## config.mk

```make
export PLATFORM = sky130hd
export DESIGN_NAME = codec_reset_and_startup_control
export DESIGN_NICKNAME = d
export VERILOG_FILES = /design/src/codec_reset_pkg.sv /design/src/codec_reset_and_startup_control.sv /design/src/reset_sync.sv /design/src/supply_sync.sv
export SDC_FILE = /design/constraint.sdc
export NUM_CORES = 1
export LEC_CHECK = 0
export BUFFER_PORTS_ARGS = -buffer_cell sky130_fd_sc_hd__buf_2
export CAP_MARGIN = 20
export CORE_MARGIN = 8
export CORE_UTILIZATION = 27
export CTS_CLUSTER_DIAMETER = 80
export DETAILED_ROUTE_END_ITERATION = 7
export PLACE_DENSITY = 0.56
export SETUP_SLACK_MARGIN = 0.4
export SLEW_MARGIN = 0
export SYNTH_ARGS = -nofsm -noshare
export SYNTH_HDL_FRONTEND = slang
export SYNTH_SLANG_ARGS = --single-unit
```

## constraint.sdc

```tcl
create_clock -name clk_in -period 2.2 [get_ports clk_in]
set_clock_uncertainty 0.2 [all_clocks]
set_input_delay 0.33 -clock clk_in [delete_from_list [all_inputs] [get_ports clk_in]]
set_output_delay 0.33 -clock clk_in [all_outputs]
set_load 0.01 [all_outputs]
```

## src/codec_reset_pkg.sv

```systemverilog
// Package: register map, field layouts and timing constants for reset and start-up control
package codec_reset_pkg;
	localparam int CLK_HZ = 40000000;
	localparam int POR_MIN_NS = 100;
	// Least time rounds up, never below one cycle
	localparam int POR_MIN_CYC_RAW = (POR_MIN_NS * (CLK_HZ / 1000000) + 999) / 1000;
	localparam int POR_MIN_CYC = (POR_MIN_CYC_RAW < 1) ? 1 : POR_MIN_CYC_RAW;
	localparam int POR_CNT_W = 4;

	// Register indices (printed offsets), byte address is four times the index
	localparam logic [15:0] IDX_SOFT_RESET_ID = 16'h0000;
	localparam logic [15:0] IDX_SEQ_LAUNCH = 16'h0049;
	localparam logic [15:0] IDX_SEQ_STATUS = 16'h004a;
	localparam logic [15:0] IDX_IRQ_STATUS = 16'h0080;
	localparam logic [15:0] IDX_IRQ_MASK = 16'h0081;
	localparam logic [15:0] IDX_PIN_CTRL = 16'h0082;
	localparam logic [15:0] IDX_STEP_LO = 16'h3000;
	localparam logic [15:0] IDX_STEP_HI = 16'h31ff;
	localparam int ADDR_W = 16;
	localparam int BYTE_SHIFT = 2;

	localparam logic [15:0] LAUNCH_START_CMD = 16'h0100;
	localparam logic [15:0] LAUNCH_STOP_CMD = 16'h012a;
	localparam logic [7:0] STEP_IDX_START = 8'h00;
	localparam logic [7:0] STEP_IDX_STOP = 8'h2a;
	localparam int STEP_DEPTH = 512;
	localparam int STEP_AW = 9;

	// Status bit positions
	localparam int BUSY_BIT = 0;
	localparam int IRQ_DONE_BIT = 0;
	localparam int IRQ_START_BIT = 1;
	localparam int IRQ_W = 2;

	localparam logic [1:0] RESP_OKAY = 2'b00;
	localparam logic [1:0] RESP_SLVERR = 2'b10;
	localparam logic [31:0] ZERO_WORD = 32'h00000000;

	typedef enum logic [1:0]
	{
		SEQ_IDLE = 2'b00,
		SEQ_RUN = 2'b01,
		SEQ_DONE = 2'b10
	} seq_state_t;
endpackage

```

## src/codec_reset_and_startup_control.sv

```systemverilog
// Reset gate, soft reset / identity word, sequencer launch and busy tracking over AXI4-Lite
// Function
// RULE_01 - While power-on reset holds, stay in reset and drop every control write.
// RULE_02 - Release power-on reset only when all three supply-good levels are true.
// RULE_03 - Power-on reset lasts at least 100 ns even with instant supplies.
// RULE_04 - Reassert power-on reset as soon as any supply-good level drops.
// RULE_05 - Writing 0100h to launch register 49h starts sequencer at step 0.
// RULE_06 - Writing 012Ah to launch register starts sequencer at step 42.
// RULE_07 - Ignore host writes while the sequencer runs.
// RULE_08 - Busy flag reads 1 while a sequence runs, 0 once done.
// RULE_09 - Host waits fixed time or polls busy before continuing.
// RULE_10 - Host sets paths and gains before launching a default start-up.
// RULE_11 - Host start-up order: DACs, routes, launch 0, wait, unmute.
// RULE_12 - Host shut-down order: mute, launch 42, wait, clear routes, DACs.
// RULE_13 - Any write to register 0 resets control registers to defaults.
// RULE_14 - Soft reset leaves sequencer step storage 3000h-31FFh unchanged.
// RULE_15 - Register 0 reads the fixed 16-bit identity code.
// RULE_16 - Busy state also drives a pin and an interrupt source.
// RULE_17 - Combined reset asserts asynchronously, releases through two-stage synchroniser.
`timescale 1ns/1ps
`default_nettype none
module codec_reset_and_startup_control
	import codec_reset_pkg::*;
#(
	parameter logic [15:0] ID_CODE = 16'h5a5a, // Arbitrary identity value
	parameter int STEP_CYCLES = 16
)
(
	input wire logic clk_in,
	input wire logic nrst_in,
	input wire logic analog_supply_one_good_in,
	input wire logic analog_supply_two_good_in,
	input wire logic core_supply_good_in,
	input wire logic [31:0] s_axi_awaddr_in,
	input wire logic s_axi_awvalid_in,
	output logic s_axi_awready_out,
	input wire logic [31:0] s_axi_wdata_in,
	input wire logic [3:0] s_axi_wstrb_in,
	input wire logic s_axi_wvalid_in,
	output logic s_axi_wready_out,
	output logic [1:0] s_axi_bresp_out,
	output logic s_axi_bvalid_out,
	input wire logic s_axi_bready_in,
	input wire logic [31:0] s_axi_araddr_in,
	input wire logic s_axi_arvalid_in,
	output logic s_axi_arready_out,
	output logic [31:0] s_axi_rdata_out,
	output logic [1:0] s_axi_rresp_out,
	output logic s_axi_rvalid_out,
	input wire logic s_axi_rready_in,
	output logic por_active_out,
	output logic sequencer_busy_pin_out,
	output logic [7:0] sequencer_step_out,
	output logic irq_out
);
	import codec_reset_pkg::*;

	// ------------------------------------------------------------
	// Power-on reset gate
	// ------------------------------------------------------------
	logic sup1_ok;
	logic sup2_ok;
	logic core_ok;
	logic all_ok;
	logic [POR_CNT_W-1:0] por_cnt_q;
	logic por_done_q;
	logic por_active_q;
	logic nrst_por;
	logic soft_rst_q;
	logic nrst_req;
	logic nrst_sys;

	supply_sync u_sync_a1 (.clk_in(clk_in), .nrst_in(nrst_in),
		.level_in(analog_supply_one_good_in), .level_out(sup1_ok));
	supply_sync u_sync_a2 (.clk_in(clk_in), .nrst_in(nrst_in),
		.level_in(analog_supply_two_good_in), .level_out(sup2_ok));
	supply_sync u_sync_core (.clk_in(clk_in), .nrst_in(nrst_in),
		.level_in(core_supply_good_in), .level_out(core_ok));

	assign all_ok = sup1_ok & sup2_ok & core_ok; // RULE_02

	// Counter restarts on any drop, so a glitching supply never shortens the period
	always_ff @(posedge clk_in or negedge nrst_in)
	begin
		if (!nrst_in)
		begin
			por_cnt_q <= '0;
			por_done_q <= 1'b0;
		end
		else if (!all_ok)
		begin
			por_cnt_q <= '0; // RULE_04
			por_done_q <= 1'b0; // RULE_04
		end
		else if (por_cnt_q < POR_CNT_W'(POR_MIN_CYC))
			por_cnt_q <= por_cnt_q + POR_CNT_W'(1); // RULE_03
		else
			por_done_q <= 1'b1; // RULE_02
	end

	assign nrst_por = nrst_in & por_done_q;
	assign nrst_req = nrst_por & ~soft_rst_q;

	reset_sync u_rst_sync (.clk_in(clk_in), .nrst_req_in(nrst_req), .nrst_out(nrst_sys)); // RULE_17

	always_ff @(posedge clk_in or negedge nrst_in)
	begin
		if (!nrst_in)
			por_active_q <= 1'b1;
		else
			por_active_q <= ~nrst_sys; // RULE_01
	end

	// ------------------------------------------------------------
	// AXI4-Lite slave
	// ------------------------------------------------------------
	logic aw_held_q;
	logic w_held_q;
	logic [15:0] aw_idx_q;
	logic [31:0] wdata_q;
	logic [3:0] wstrb_q;
	logic bvalid_q;
	logic [1:0] bresp_q;
	logic rvalid_q;
	logic [1:0] rresp_q;
	logic [31:0] rdata_q;
	logic wr_fire;
	logic wr_accept;
	logic seq_running;
	logic aw_take;
	logic w_take;
	logic ar_take;
	logic [15:0] ar_idx;
	logic [15:0] launch_word;

	// Bus stays alive under soft reset so the writer of register 0 gets its answer
	assign aw_take = s_axi_awvalid_in & ~aw_held_q;
	assign w_take = s_axi_wvalid_in & ~w_held_q;
	assign wr_fire = aw_held_q & w_held_q & ~bvalid_q;
	// Writes during soft reset or a running sequence are answered but dropped
	assign wr_accept = wr_fire & nrst_sys & ~seq_running; // RULE_01 RULE_07
	assign ar_take = s_axi_arvalid_in & ~rvalid_q;
	assign ar_idx = s_axi_araddr_in[ADDR_W+BYTE_SHIFT-1:BYTE_SHIFT];
	assign launch_word = wdata_q[15:0];

	always_ff @(posedge clk_in or negedge nrst_por)
	begin
		if (!nrst_por)
		begin
			aw_held_q <= 1'b0;
			w_held_q <= 1'b0;
			aw_idx_q <= '0;
			wdata_q <= ZERO_WORD;
			wstrb_q <= '0;
		end
		else
		begin
			if (aw_take)
			begin
				aw_held_q <= 1'b1;
				aw_idx_q <= s_axi_awaddr_in[ADDR_W+BYTE_SHIFT-1:BYTE_SHIFT];
			end
			else if (wr_fire)
				aw_held_q <= 1'b0;
			if (w_take)
			begin
				w_held_q <= 1'b1;
				wdata_q <= s_axi_wdata_in;
				wstrb_q <= s_axi_wstrb_in;
			end
			else if (wr_fire)
				w_held_q <= 1'b0;
		end
	end

	always_ff @(posedge clk_in or negedge nrst_por)
	begin
		if (!nrst_por)
		begin
			bvalid_q <= 1'b0;
			bresp_q <= RESP_OKAY;
		end
		else if (wr_fire)
		begin
			bvalid_q <= 1'b1;
			bresp_q <= RESP_OKAY;
		end
		else if (s_axi_bready_in)
			bvalid_q <= 1'b0;
	end

	// ------------------------------------------------------------
	// Decode
	// ------------------------------------------------------------
	logic wr_reg0;
	logic wr_launch;
	logic wr_irq_stat;
	logic wr_irq_mask;
	logic wr_pin_ctrl;
	logic wr_step;
	logic launch_start;
	logic launch_stop;
	logic wr_low_lanes;

	assign wr_low_lanes = wstrb_q[0] & wstrb_q[1];
	assign wr_reg0 = wr_fire & nrst_sys & (aw_idx_q == IDX_SOFT_RESET_ID); // RULE_13
	assign wr_launch = wr_accept & (aw_idx_q == IDX_SEQ_LAUNCH) & wr_low_lanes;
	assign launch_start = wr_launch & (launch_word == LAUNCH_START_CMD); // RULE_05
	assign launch_stop = wr_launch & (launch_word == LAUNCH_STOP_CMD); // RULE_06
	assign wr_irq_stat = wr_accept & (aw_idx_q == IDX_IRQ_STATUS);
	assign wr_irq_mask = wr_accept & (aw_idx_q == IDX_IRQ_MASK);
	assign wr_pin_ctrl = wr_accept & (aw_idx_q == IDX_PIN_CTRL);
	assign wr_step = wr_accept & (aw_idx_q >= IDX_STEP_LO) & (aw_idx_q <= IDX_STEP_HI);

	// Soft reset pulses the combined reset; the bus answer is already on its way
	always_ff @(posedge clk_in or negedge nrst_por)
	begin
		if (!nrst_por)
			soft_rst_q <= 1'b0;
		else
			soft_rst_q <= wr_reg0 & ~seq_running; // RULE_13 RULE_07
	end

	// ------------------------------------------------------------
	// Step storage, kept across soft reset
	// ------------------------------------------------------------
	logic [15:0] step_mem [STEP_DEPTH];
	logic [STEP_AW-1:0] step_waddr;

	assign step_waddr = aw_idx_q[STEP_AW-1:0];

	// No reset term: stored sequences survive soft reset
	always_ff @(posedge clk_in)
	begin
		if (wr_step)
			step_mem[step_waddr] <= wdata_q[15:0]; // RULE_14
	end

	// ------------------------------------------------------------
	// Sequencer launch and busy tracking
	// ------------------------------------------------------------
	seq_state_t seq_q;
	seq_state_t seq_d;
	logic [7:0] step_q;
	logic [7:0] step_d;
	logic [7:0] end_step_q;
	logic [7:0] end_step_d;
	logic [7:0] dwell_q;
	logic [7:0] dwell_d;
	logic seq_done;

	assign seq_running = (seq_q == SEQ_RUN);
	// Step engine itself lives elsewhere; each step is modelled as a fixed dwell
	assign seq_done = seq_running & (dwell_q == 8'(STEP_CYCLES - 1)) & (step_q == end_step_q);

	always_comb
	begin
		seq_d = seq_q;
		step_d = step_q;
		end_step_d = end_step_q;
		dwell_d = dwell_q;
		unique case (seq_q)
			SEQ_IDLE:
			begin
				if (launch_start | launch_stop)
				begin
					seq_d = SEQ_RUN;
					step_d = launch_start ? STEP_IDX_START : STEP_IDX_STOP; // RULE_05 RULE_06
					end_step_d = launch_start ? STEP_IDX_STOP - 8'h01 : STEP_IDX_STOP + 8'h07;
					dwell_d = '0;
				end
			end
			SEQ_RUN:
			begin
				if (seq_done)
					seq_d = SEQ_DONE; // RULE_08
				else if (dwell_q == 8'(STEP_CYCLES - 1))
				begin
					dwell_d = '0;
					step_d = step_q + 8'h01;
				end
				else
					dwell_d = dwell_q + 8'h01;
			end
			SEQ_DONE:
				seq_d = SEQ_IDLE;
			default:
				seq_d = SEQ_IDLE;
		endcase
	end

	always_ff @(posedge clk_in or negedge nrst_sys)
	begin
		if (!nrst_sys)
		begin
			seq_q <= SEQ_IDLE;
			step_q <= '0;
			end_step_q <= '0;
			dwell_q <= '0;
		end
		else
		begin
			seq_q <= seq_d;
			step_q <= step_d;
			end_step_q <= end_step_d;
			dwell_q <= dwell_d;
		end
	end

	// ------------------------------------------------------------
	// Interrupts and pin routing
	// ------------------------------------------------------------
	logic [IRQ_W-1:0] irq_stat_q;
	logic [IRQ_W-1:0] irq_mask_q;
	logic [IRQ_W-1:0] irq_set;
	logic pin_route_q;
	logic busy_pin_q;
	logic irq_q;

	assign irq_set = {launch_start | launch_stop, seq_done}; // RULE_16

	// Set wins over a write-one clear in the same cycle
	always_ff @(posedge clk_in or negedge nrst_sys)
	begin
		if (!nrst_sys)
		begin
			irq_stat_q <= '0;
			irq_mask_q <= '0;
			pin_route_q <= 1'b0;
		end
		else
		begin
			irq_stat_q <= (irq_stat_q & ~(wr_irq_stat ? wdata_q[IRQ_W-1:0] : '0)) | irq_set;
			if (wr_irq_mask)
				irq_mask_q <= wdata_q[IRQ_W-1:0];
			if (wr_pin_ctrl)
				pin_route_q <= wdata_q[BUSY_BIT];
		end
	end

	always_ff @(posedge clk_in or negedge nrst_sys)
	begin
		if (!nrst_sys)
		begin
			busy_pin_q <= 1'b0;
			irq_q <= 1'b0;
		end
		else
		begin
			busy_pin_q <= pin_route_q & seq_running; // RULE_16
			irq_q <= |(irq_stat_q & irq_mask_q); // RULE_16
		end
	end

	// ------------------------------------------------------------
	// Read path
	// ------------------------------------------------------------
	logic [31:0] rd_word;
	logic rd_hit;

	assign rd_hit = (ar_idx == IDX_SOFT_RESET_ID) | (ar_idx == IDX_SEQ_LAUNCH)
		| (ar_idx == IDX_SEQ_STATUS) | (ar_idx == IDX_IRQ_STATUS)
		| (ar_idx == IDX_IRQ_MASK) | (ar_idx == IDX_PIN_CTRL);
	assign rd_word =
		(ar_idx == IDX_SOFT_RESET_ID) ? {16'h0000, ID_CODE} : // RULE_15
		(ar_idx == IDX_SEQ_STATUS) ? {31'h00000000, seq_running} : // RULE_08
		(ar_idx == IDX_IRQ_STATUS) ? {30'h00000000, irq_stat_q} :
		(ar_idx == IDX_IRQ_MASK) ? {30'h00000000, irq_mask_q} :
		(ar_idx == IDX_PIN_CTRL) ? {31'h00000000, pin_route_q} : ZERO_WORD;

	always_ff @(posedge clk_in or negedge nrst_por)
	begin
		if (!nrst_por)
		begin
			rvalid_q <= 1'b0;
			rresp_q <= RESP_OKAY;
			rdata_q <= ZERO_WORD;
		end
		else if (ar_take)
		begin
			rvalid_q <= 1'b1;
			rresp_q <= rd_hit ? RESP_OKAY : RESP_SLVERR;
			rdata_q <= rd_word;
		end
		else if (s_axi_rready_in)
			rvalid_q <= 1'b0;
	end

	assign s_axi_awready_out = ~aw_held_q;
	assign s_axi_wready_out = ~w_held_q;
	assign s_axi_bvalid_out = bvalid_q;
	assign s_axi_bresp_out = bresp_q;
	assign s_axi_arready_out = ~rvalid_q;
	assign s_axi_rvalid_out = rvalid_q;
	assign s_axi_rresp_out = rresp_q;
	assign s_axi_rdata_out = rdata_q;
	assign por_active_out = por_active_q;
	assign sequencer_busy_pin_out = busy_pin_q;
	assign sequencer_step_out = step_q;
	assign irq_out = irq_q;
endmodule
`default_nettype wire

```

## src/reset_sync.sv

```systemverilog
// Reset combiner: asynchronous assert, synchronous release through two flops
`timescale 1ns/1ps
`default_nettype none
module reset_sync
(
	input wire logic clk_in,
	input wire logic nrst_req_in,
	output logic nrst_out
);
	logic stage_q;
	logic out_q;

	always_ff @(posedge clk_in or negedge nrst_req_in)
	begin
		if (!nrst_req_in)
		begin
			stage_q <= 1'b0;
			out_q <= 1'b0;
		end
		else
		begin
			stage_q <= 1'b1;
			out_q <= stage_q;
		end
	end

	assign nrst_out = out_q;
endmodule
`default_nettype wire

```

## src/supply_sync.sv

```systemverilog
// Three-flop synchroniser for a supply-good level; a change counts when stages two and three agree
`timescale 1ns/1ps
`default_nettype none
module supply_sync
(
	input wire logic clk_in,
	input wire logic nrst_in,
	input wire logic level_in,
	output logic level_out
);
	logic s1_q;
	logic s2_q;
	logic s3_q;
	logic out_q;

	always_ff @(posedge clk_in or negedge nrst_in)
	begin
		if (!nrst_in)
		begin
			s1_q <= 1'b0;
			s2_q <= 1'b0;
			s3_q <= 1'b0;
			out_q <= 1'b0;
		end
		else
		begin
			s1_q <= level_in;
			s2_q <= s1_q;
			s3_q <= s2_q;
			if (s2_q == s3_q)
				out_q <= s3_q;
		end
	end

	assign level_out = out_q;
endmodule
`default_nettype wire

```

== After elaboration in Yosys (flattened, before gate mapping) ==
Cells that the tools add are included.
Word-level totals
  flip-flop bits (word level): 126
  input port bits: 110
  output and inout port bits: 52
  word-level logic and storage cells: 148
Cells by class
  add/sub/neg operators: 3
  order comparisons: 1
  eq/ne operators: 23
  multiplexer cells: 31
  bitwise gates (word level): 41
  reduce and logical (&&, ||, !) cells: 13
Operators by type and width (number)
  16-bit by 8-bit == test with 1-bit output, second input constant: 6
  16-bit by 7-bit == test with 1-bit output, second input constant: 3
  8-bit two-way mux: 6
  16-bit by 9-bit == test with 1-bit output, second input constant: 2
  16-bit zero test: 2
  8-bit case mux with 2 select lines: 2
  1-bit AND: 24
  8-bit by 1-bit adder with 8-bit output, second input constant: 2
  15-bit two-way mux: 1
  2-bit two-way mux: 7
  1-bit two-way mux: 10
  2-bit nonzero test: 5
  8-bit by 4-bit == test with 1-bit output, second input constant: 1
  8-bit == test: 1
  4-bit two-way mux: 2
  1-bit inverter: 7
  6-bit two-way mux: 1
  2-bit by 1-bit != test with 1-bit output, second input constant: 3
  2-bit != test, second input constant: 3
  1-bit OR: 6
  5-bit two-way mux: 1
  4-bit by 1-bit adder with 4-bit output, second input constant: 1
  2-bit AND: 2
  4-bit by 3-bit less-than comparator with 1-bit output, second input constant: 1
  10 further kinds: 13

== Depth between registers and ports, before layout ==
  depth in word-level cells: 10
  gate-level depth with buffers: 7

== Hierarchy ==
From an unflattened synthesis, not the netlist that was laid out.
Unflattened totals
  cell total of the unflattened synthesis: 366
  area total of the unflattened synthesis: 4209.0 um^2
Modules (own cells, without submodules)
  codec_reset_and_startup_control: times used 1, cells each 348, area each 3821.2 um^2, seq. area each 1928.1 um^2
  supply_sync: times used 3, cells each 5, area each 111.4 um^2, seq. area each 100.1 um^2
  reset_sync: times used 1, cells each 3, area each 53.8 um^2, seq. area each 50.0 um^2

== Worst setup path after synthesis ==
Ideal clock, no wire load.
  kind: reg-to-reg
  from: register u_rst_sync.out_q, in the netlist u_rst_sync.nrst_out
  to: register irq_mask_q[0]
  arrival time: 2176 ps
  required time: 1875 ps
  path slack: -301 ps
  cell stages (with the launch flop): 6
  period minus slack after synthesis: 2501 ps
  cells stage by stage: dfrtp_1 > nor4b_1 > and4_1 > nor4b_2 > nand4b_1 > mux2_2
On the way
  word-level cells in the longest chain between the ends: 3
Ends and longest elaborated chain
  start: declaration: RTL line reset_sync.sv:11  | logic out_q;
  start signal: assignment: RTL line reset_sync.sv:23  | out_q <= stage_q;
  1-bit AND (2 in series): RTL line codec_reset_and_startup_control.sv:141  | assign wr_accept = wr_fire & nrst_sys & ~seq_running;
  1-bit AND: RTL line codec_reset_and_startup_control.sv:211  | assign wr_irq_mask = wr_accept & (aw_idx_q == IDX_IRQ_MASK);
  end signal: assignment: RTL line codec_reset_and_startup_control.sv:335  | irq_mask_q <= wdata_q[IRQ_W-1:0];
  end: declaration: RTL line codec_reset_and_startup_control.sv:314  | logic [IRQ_W-1:0] irq_mask_q;
Every way passes these cells.
A chain may end at the register's enable or synchronous reset.

== Worst setup path after layout ==
  from: register dwell_q[7]
  to: register dwell_q[1]
On the way
  word-level cells in the longest chain between the ends: 5
  elaborated cells on any way between the ends: 8
  classes of those cells: eq/ne: 2; mux: 3; bitwise: 2; reduce/logical: 1
Ends and longest elaborated chain
  start: declaration: RTL line codec_reset_and_startup_control.sv:248  | logic [7:0] dwell_q;
  start signal: assignment: RTL line codec_reset_and_startup_control.sv:306  | dwell_q <= dwell_d;
  8-bit by 4-bit == test with 1-bit output *: RTL line codec_reset_and_startup_control.sv:254, codec_reset_and_startup_control.sv:277
  1-bit AND (2 in series): RTL line codec_reset_and_startup_control.sv:254  | assign seq_done = seq_running & (dwell_q == 8'(STEP_CYCLES - 1)) & (step_q == end_step_q);
  2-bit != test (no line)
  3-bit AND reduction (no line)
Mark *: on every way between the ends. The rest lies on a longest branch, timed or not. The select of a mux whose other input is x is not followed.

==> impl_metrics.env <==
export IMPL_status="finished, final reports clean"
export IMPL_dp_slack_ns=0.0115
export IMPL_synth_area_per_cell_um2=11.6
export IMPL_insertion_delay_ns=0.35
export IMPL_final_period_utilization_pct=96.2
export IMPL_via_per_inst=4.49
export IMPL_synthCells=367
export IMPL_io_pins=162
export IMPL_root_buffer="clkbuf_16"
export IMPL_diodes=0
export IMPL_cts_buffers_inserted=9
export IMPL_routed_wl_um=10500
export IMPL_fin_tns_setup_ns=0
export IMPL_start_util_pct=27.2
export IMPL_hold_path_class="in -> reg"
export IMPL_min_path_cells=2
export IMPL_firstDrtPassIters=4
export IMPL_final_common_cell="dfrtp_1"
export IMPL_antenna_found_initial=0
export IMPL_rsz0062_at_grt="yes"
export IMPL_slew_violations=0
export IMPL_gp_congestion=0.776
export IMPL_core_area_um2=15700
export IMPL_crit_type="reg -> reg"
export IMPL_synth_warnings=0
export IMPL_cp_buffers_inverters=2
export IMPL_crit_fanout=2
export IMPL_crit_family="simple AND/OR/NAND/NOR gates"
export IMPL_whs_ns=0.00846
export IMPL_dp_hpwl_um=7550
export IMPL_avgRoutedWirePerCell_um=14.4
export IMPL_worstPathRequired_ns=2.23
export IMPL_fp_row_count=46
export IMPL_crit_arrival_ns=2.15
export IMPL_ys_seq_area_share_pct=53.5
export IMPL_via_count=3266
export IMPL_cts_buffer_depth=2
export IMPL_ir_drop_mv=0.442
export IMPL_drive_gt1_share_pct=45.5
export IMPL_synth_distinct_cells=59
export IMPL_start_kind="register"
export IMPL_slew_limit_headroom_pct=62.3
export IMPL_cp_common_cell="or3_4"
export IMPL_drt_first_iter_violations=101
export IMPL_worst_pin_slew_ns=0.563
export IMPL_drv_cap=0
export IMPL_cts_sinks=91
export IMPL_cts_tree="built"
export IMPL_ant_nets=0
export IMPL_dieWidth_um=142
export IMPL_hold_violations=0
export IMPL_ys_ff_latch=91
export IMPL_drc=0
export IMPL_overflow=0
export IMPL_crit_path_end_kind="register"
export IMPL_p_per_area_nw_per_um2=865
export IMPL_p_leak_nw=2.75
export IMPL_groute_usage_overall_pct=10.2
export IMPL_syn_area_um2=4260
export IMPL_path_depth=7
export IMPL_slowest_delay_ns=0.40
export IMPL_cpMaxStageDelayCell="or3_4"
export IMPL_grt_pass1_vias=3274
export IMPL_finalSetupViolations=0
export IMPL_htreeDepth=3
export IMPL_syn_to_final_growth_pct=38.0
export IMPL_fmax_ghz=0.473
export IMPL_die_area_um2=20000
export IMPL_synth_edf_count=0
export IMPL_numPortBuffers=85
export IMPL_grt_max_degree=29
export IMPL_nNetsFinal=620
export IMPL_crit_chain="or3_4 -> or3_4 -> o31ai_4 -> buf_4 -> buf_6 -> nand2_4 -> mux2i_1"
export IMPL_ys_async_sr_fraction_pct=100
export IMPL_setup_slack_ns=0.0839
export IMPL_reg2regPathDepth=7
export IMPL_clk_pin_slew_worst_paths_ns=0.08
export IMPL_layout_common_cells="86 x dfrtp_1, 85 x buf_2, 40 x buf_4"
export IMPL_die_y_um=142
export IMPL_synth_ff_type="dfrtp_1"
export IMPL_grt_pass1_wl_um=16400
export IMPL_period_minus_slack_ns=2.12
logic make-up after synthesis:
family | count (synthesis) | synth area share, %
mux | 43 | 11.2
compound gates | 52 | 8.87
other cells | 2 | 0.176
buf+inv | 53 | 7.55
fa+ha+maj | 6 | 1.59
simple gates | 115 | 16.1
flops | 91 | 53.5
xor+xnor | 5 | 1.03
stage by stage:
step	total power, mW	util, %	instances	instance area (um^2)
after detailed placement	3.43	32.3	683	5060
final	5.08	37.5	728	5880
after CTS	5.09	36.2	719	5660
after floorplan	3.08	-	392	4410
after global routing	5.37	37.5	728	5880
after global placement	3.38	32.3	683	5060
registers in the layout (all words and copies together) (netlist names), 3 cells and up:
register / cells
end_step_q: 3
dwell_q: 8
sequencer_step_out: 8
wdata_q: 16
aw_idx_q: 16
s_axi_rdata_out: 3
por_cnt_q: 4
report_power, final:
| part | switching (mW) | total (mW) | internal, mW |
|---|---|---|---|
| Clock | 0.758 | 1.57 | 0.814 |
| Combinational | 0.475 | 1.12 | 0.644 |
| Sequential | 0.315 | 2.39 | 2.07 |
final cells by class:
cell class	instances	area, um^2
sequential	91	2290
timing repair buffer	145	1010
clock buffer	9	225
tap	216	270
inverter	12	45.0
multi-input combinational	248	1960
fill	1552	9780
clock inverter	7	82.6
worst register-to-register path: cells and delay by family (launching register included):
| family | cells | cell delay, ns |
|---|---|---|
| flops | 1 | 0.38 |
| buf+inv | 2 | 0.24 |
| compound gates | 1 | 0.27 |
| mux | 1 | 0.10 |
| simple gates | 3 | 0.80 |
path summary, 6_finish.rpt:
kind	endpoint	slack, ns	start
min reg2reg	u_sync_a1.s2_q	0.15	u_sync_a1.s1_q
max	dwell_q[1]	0.08	dwell_q[7]
min in group asynchronous	irq_mask_q[0]	0.16	u_rst_sync.nrst_out
min	aw_idx_q[15]	0.008	s_axi_awaddr_in[17]
max reg2reg	dwell_q[1]	0.08	dwell_q[7]
max in group asynchronous	u_rst_sync.nrst_out	0.55	nrst_in
what timing repair did:
| action | CTS | global route |
|---|---|---|
| endpoints found under the hold margin | 25 | 0 |
| endpoints found under the setup margin | 27 | 27 |
| buffers inserted | 12 | 7 |
| gates resized for setup | 21 | 23 |
| hold buffers | 7 | 0 |
| gates cloned | 1 | 2 |
| pin swaps | 14 | 9 |
cell usage after synthesis, types with 3 or more instances:
cell,instances,share of area [%]
nor4_1,10,1.5
o21a_1,4,0.71
dfrtp_1,90,53
nand3_1,23,2.7
or3_1,3,0.44
nand4b_1,4,0.82
ha_1,3,0.88
and2_1,4,0.59
nor3_1,9,1.1
o21ai_0,7,0.82
clkbuf_1,5,0.44
maj3_1,3,0.71
o22a_1,4,0.82
nand2b_1,3,0.44
xnor2_1,4,0.82
nand4_1,3,0.44
or4_1,3,0.53
buf_4,32,5.6
a22o_1,3,0.62
inv_1,12,1.1
o211ai_1,4,0.71
a21oi_1,9,1.1
mux2_2,37,9.8
mux2i_1,6,1.4
nor2b_1,6,0.88
nor2_1,15,1.3
nand2_1,15,1.3
layer usage:
metal	up-vias	global-route usage, %	part of all wire, %
li1	1562	-	-
met1	1597	12.1	43
met2	96	16.7	48
met3	11	3.19	8.2
met4	0	4.69	1.5
met5	-	0	0
(Power assumes the default switching activity.)
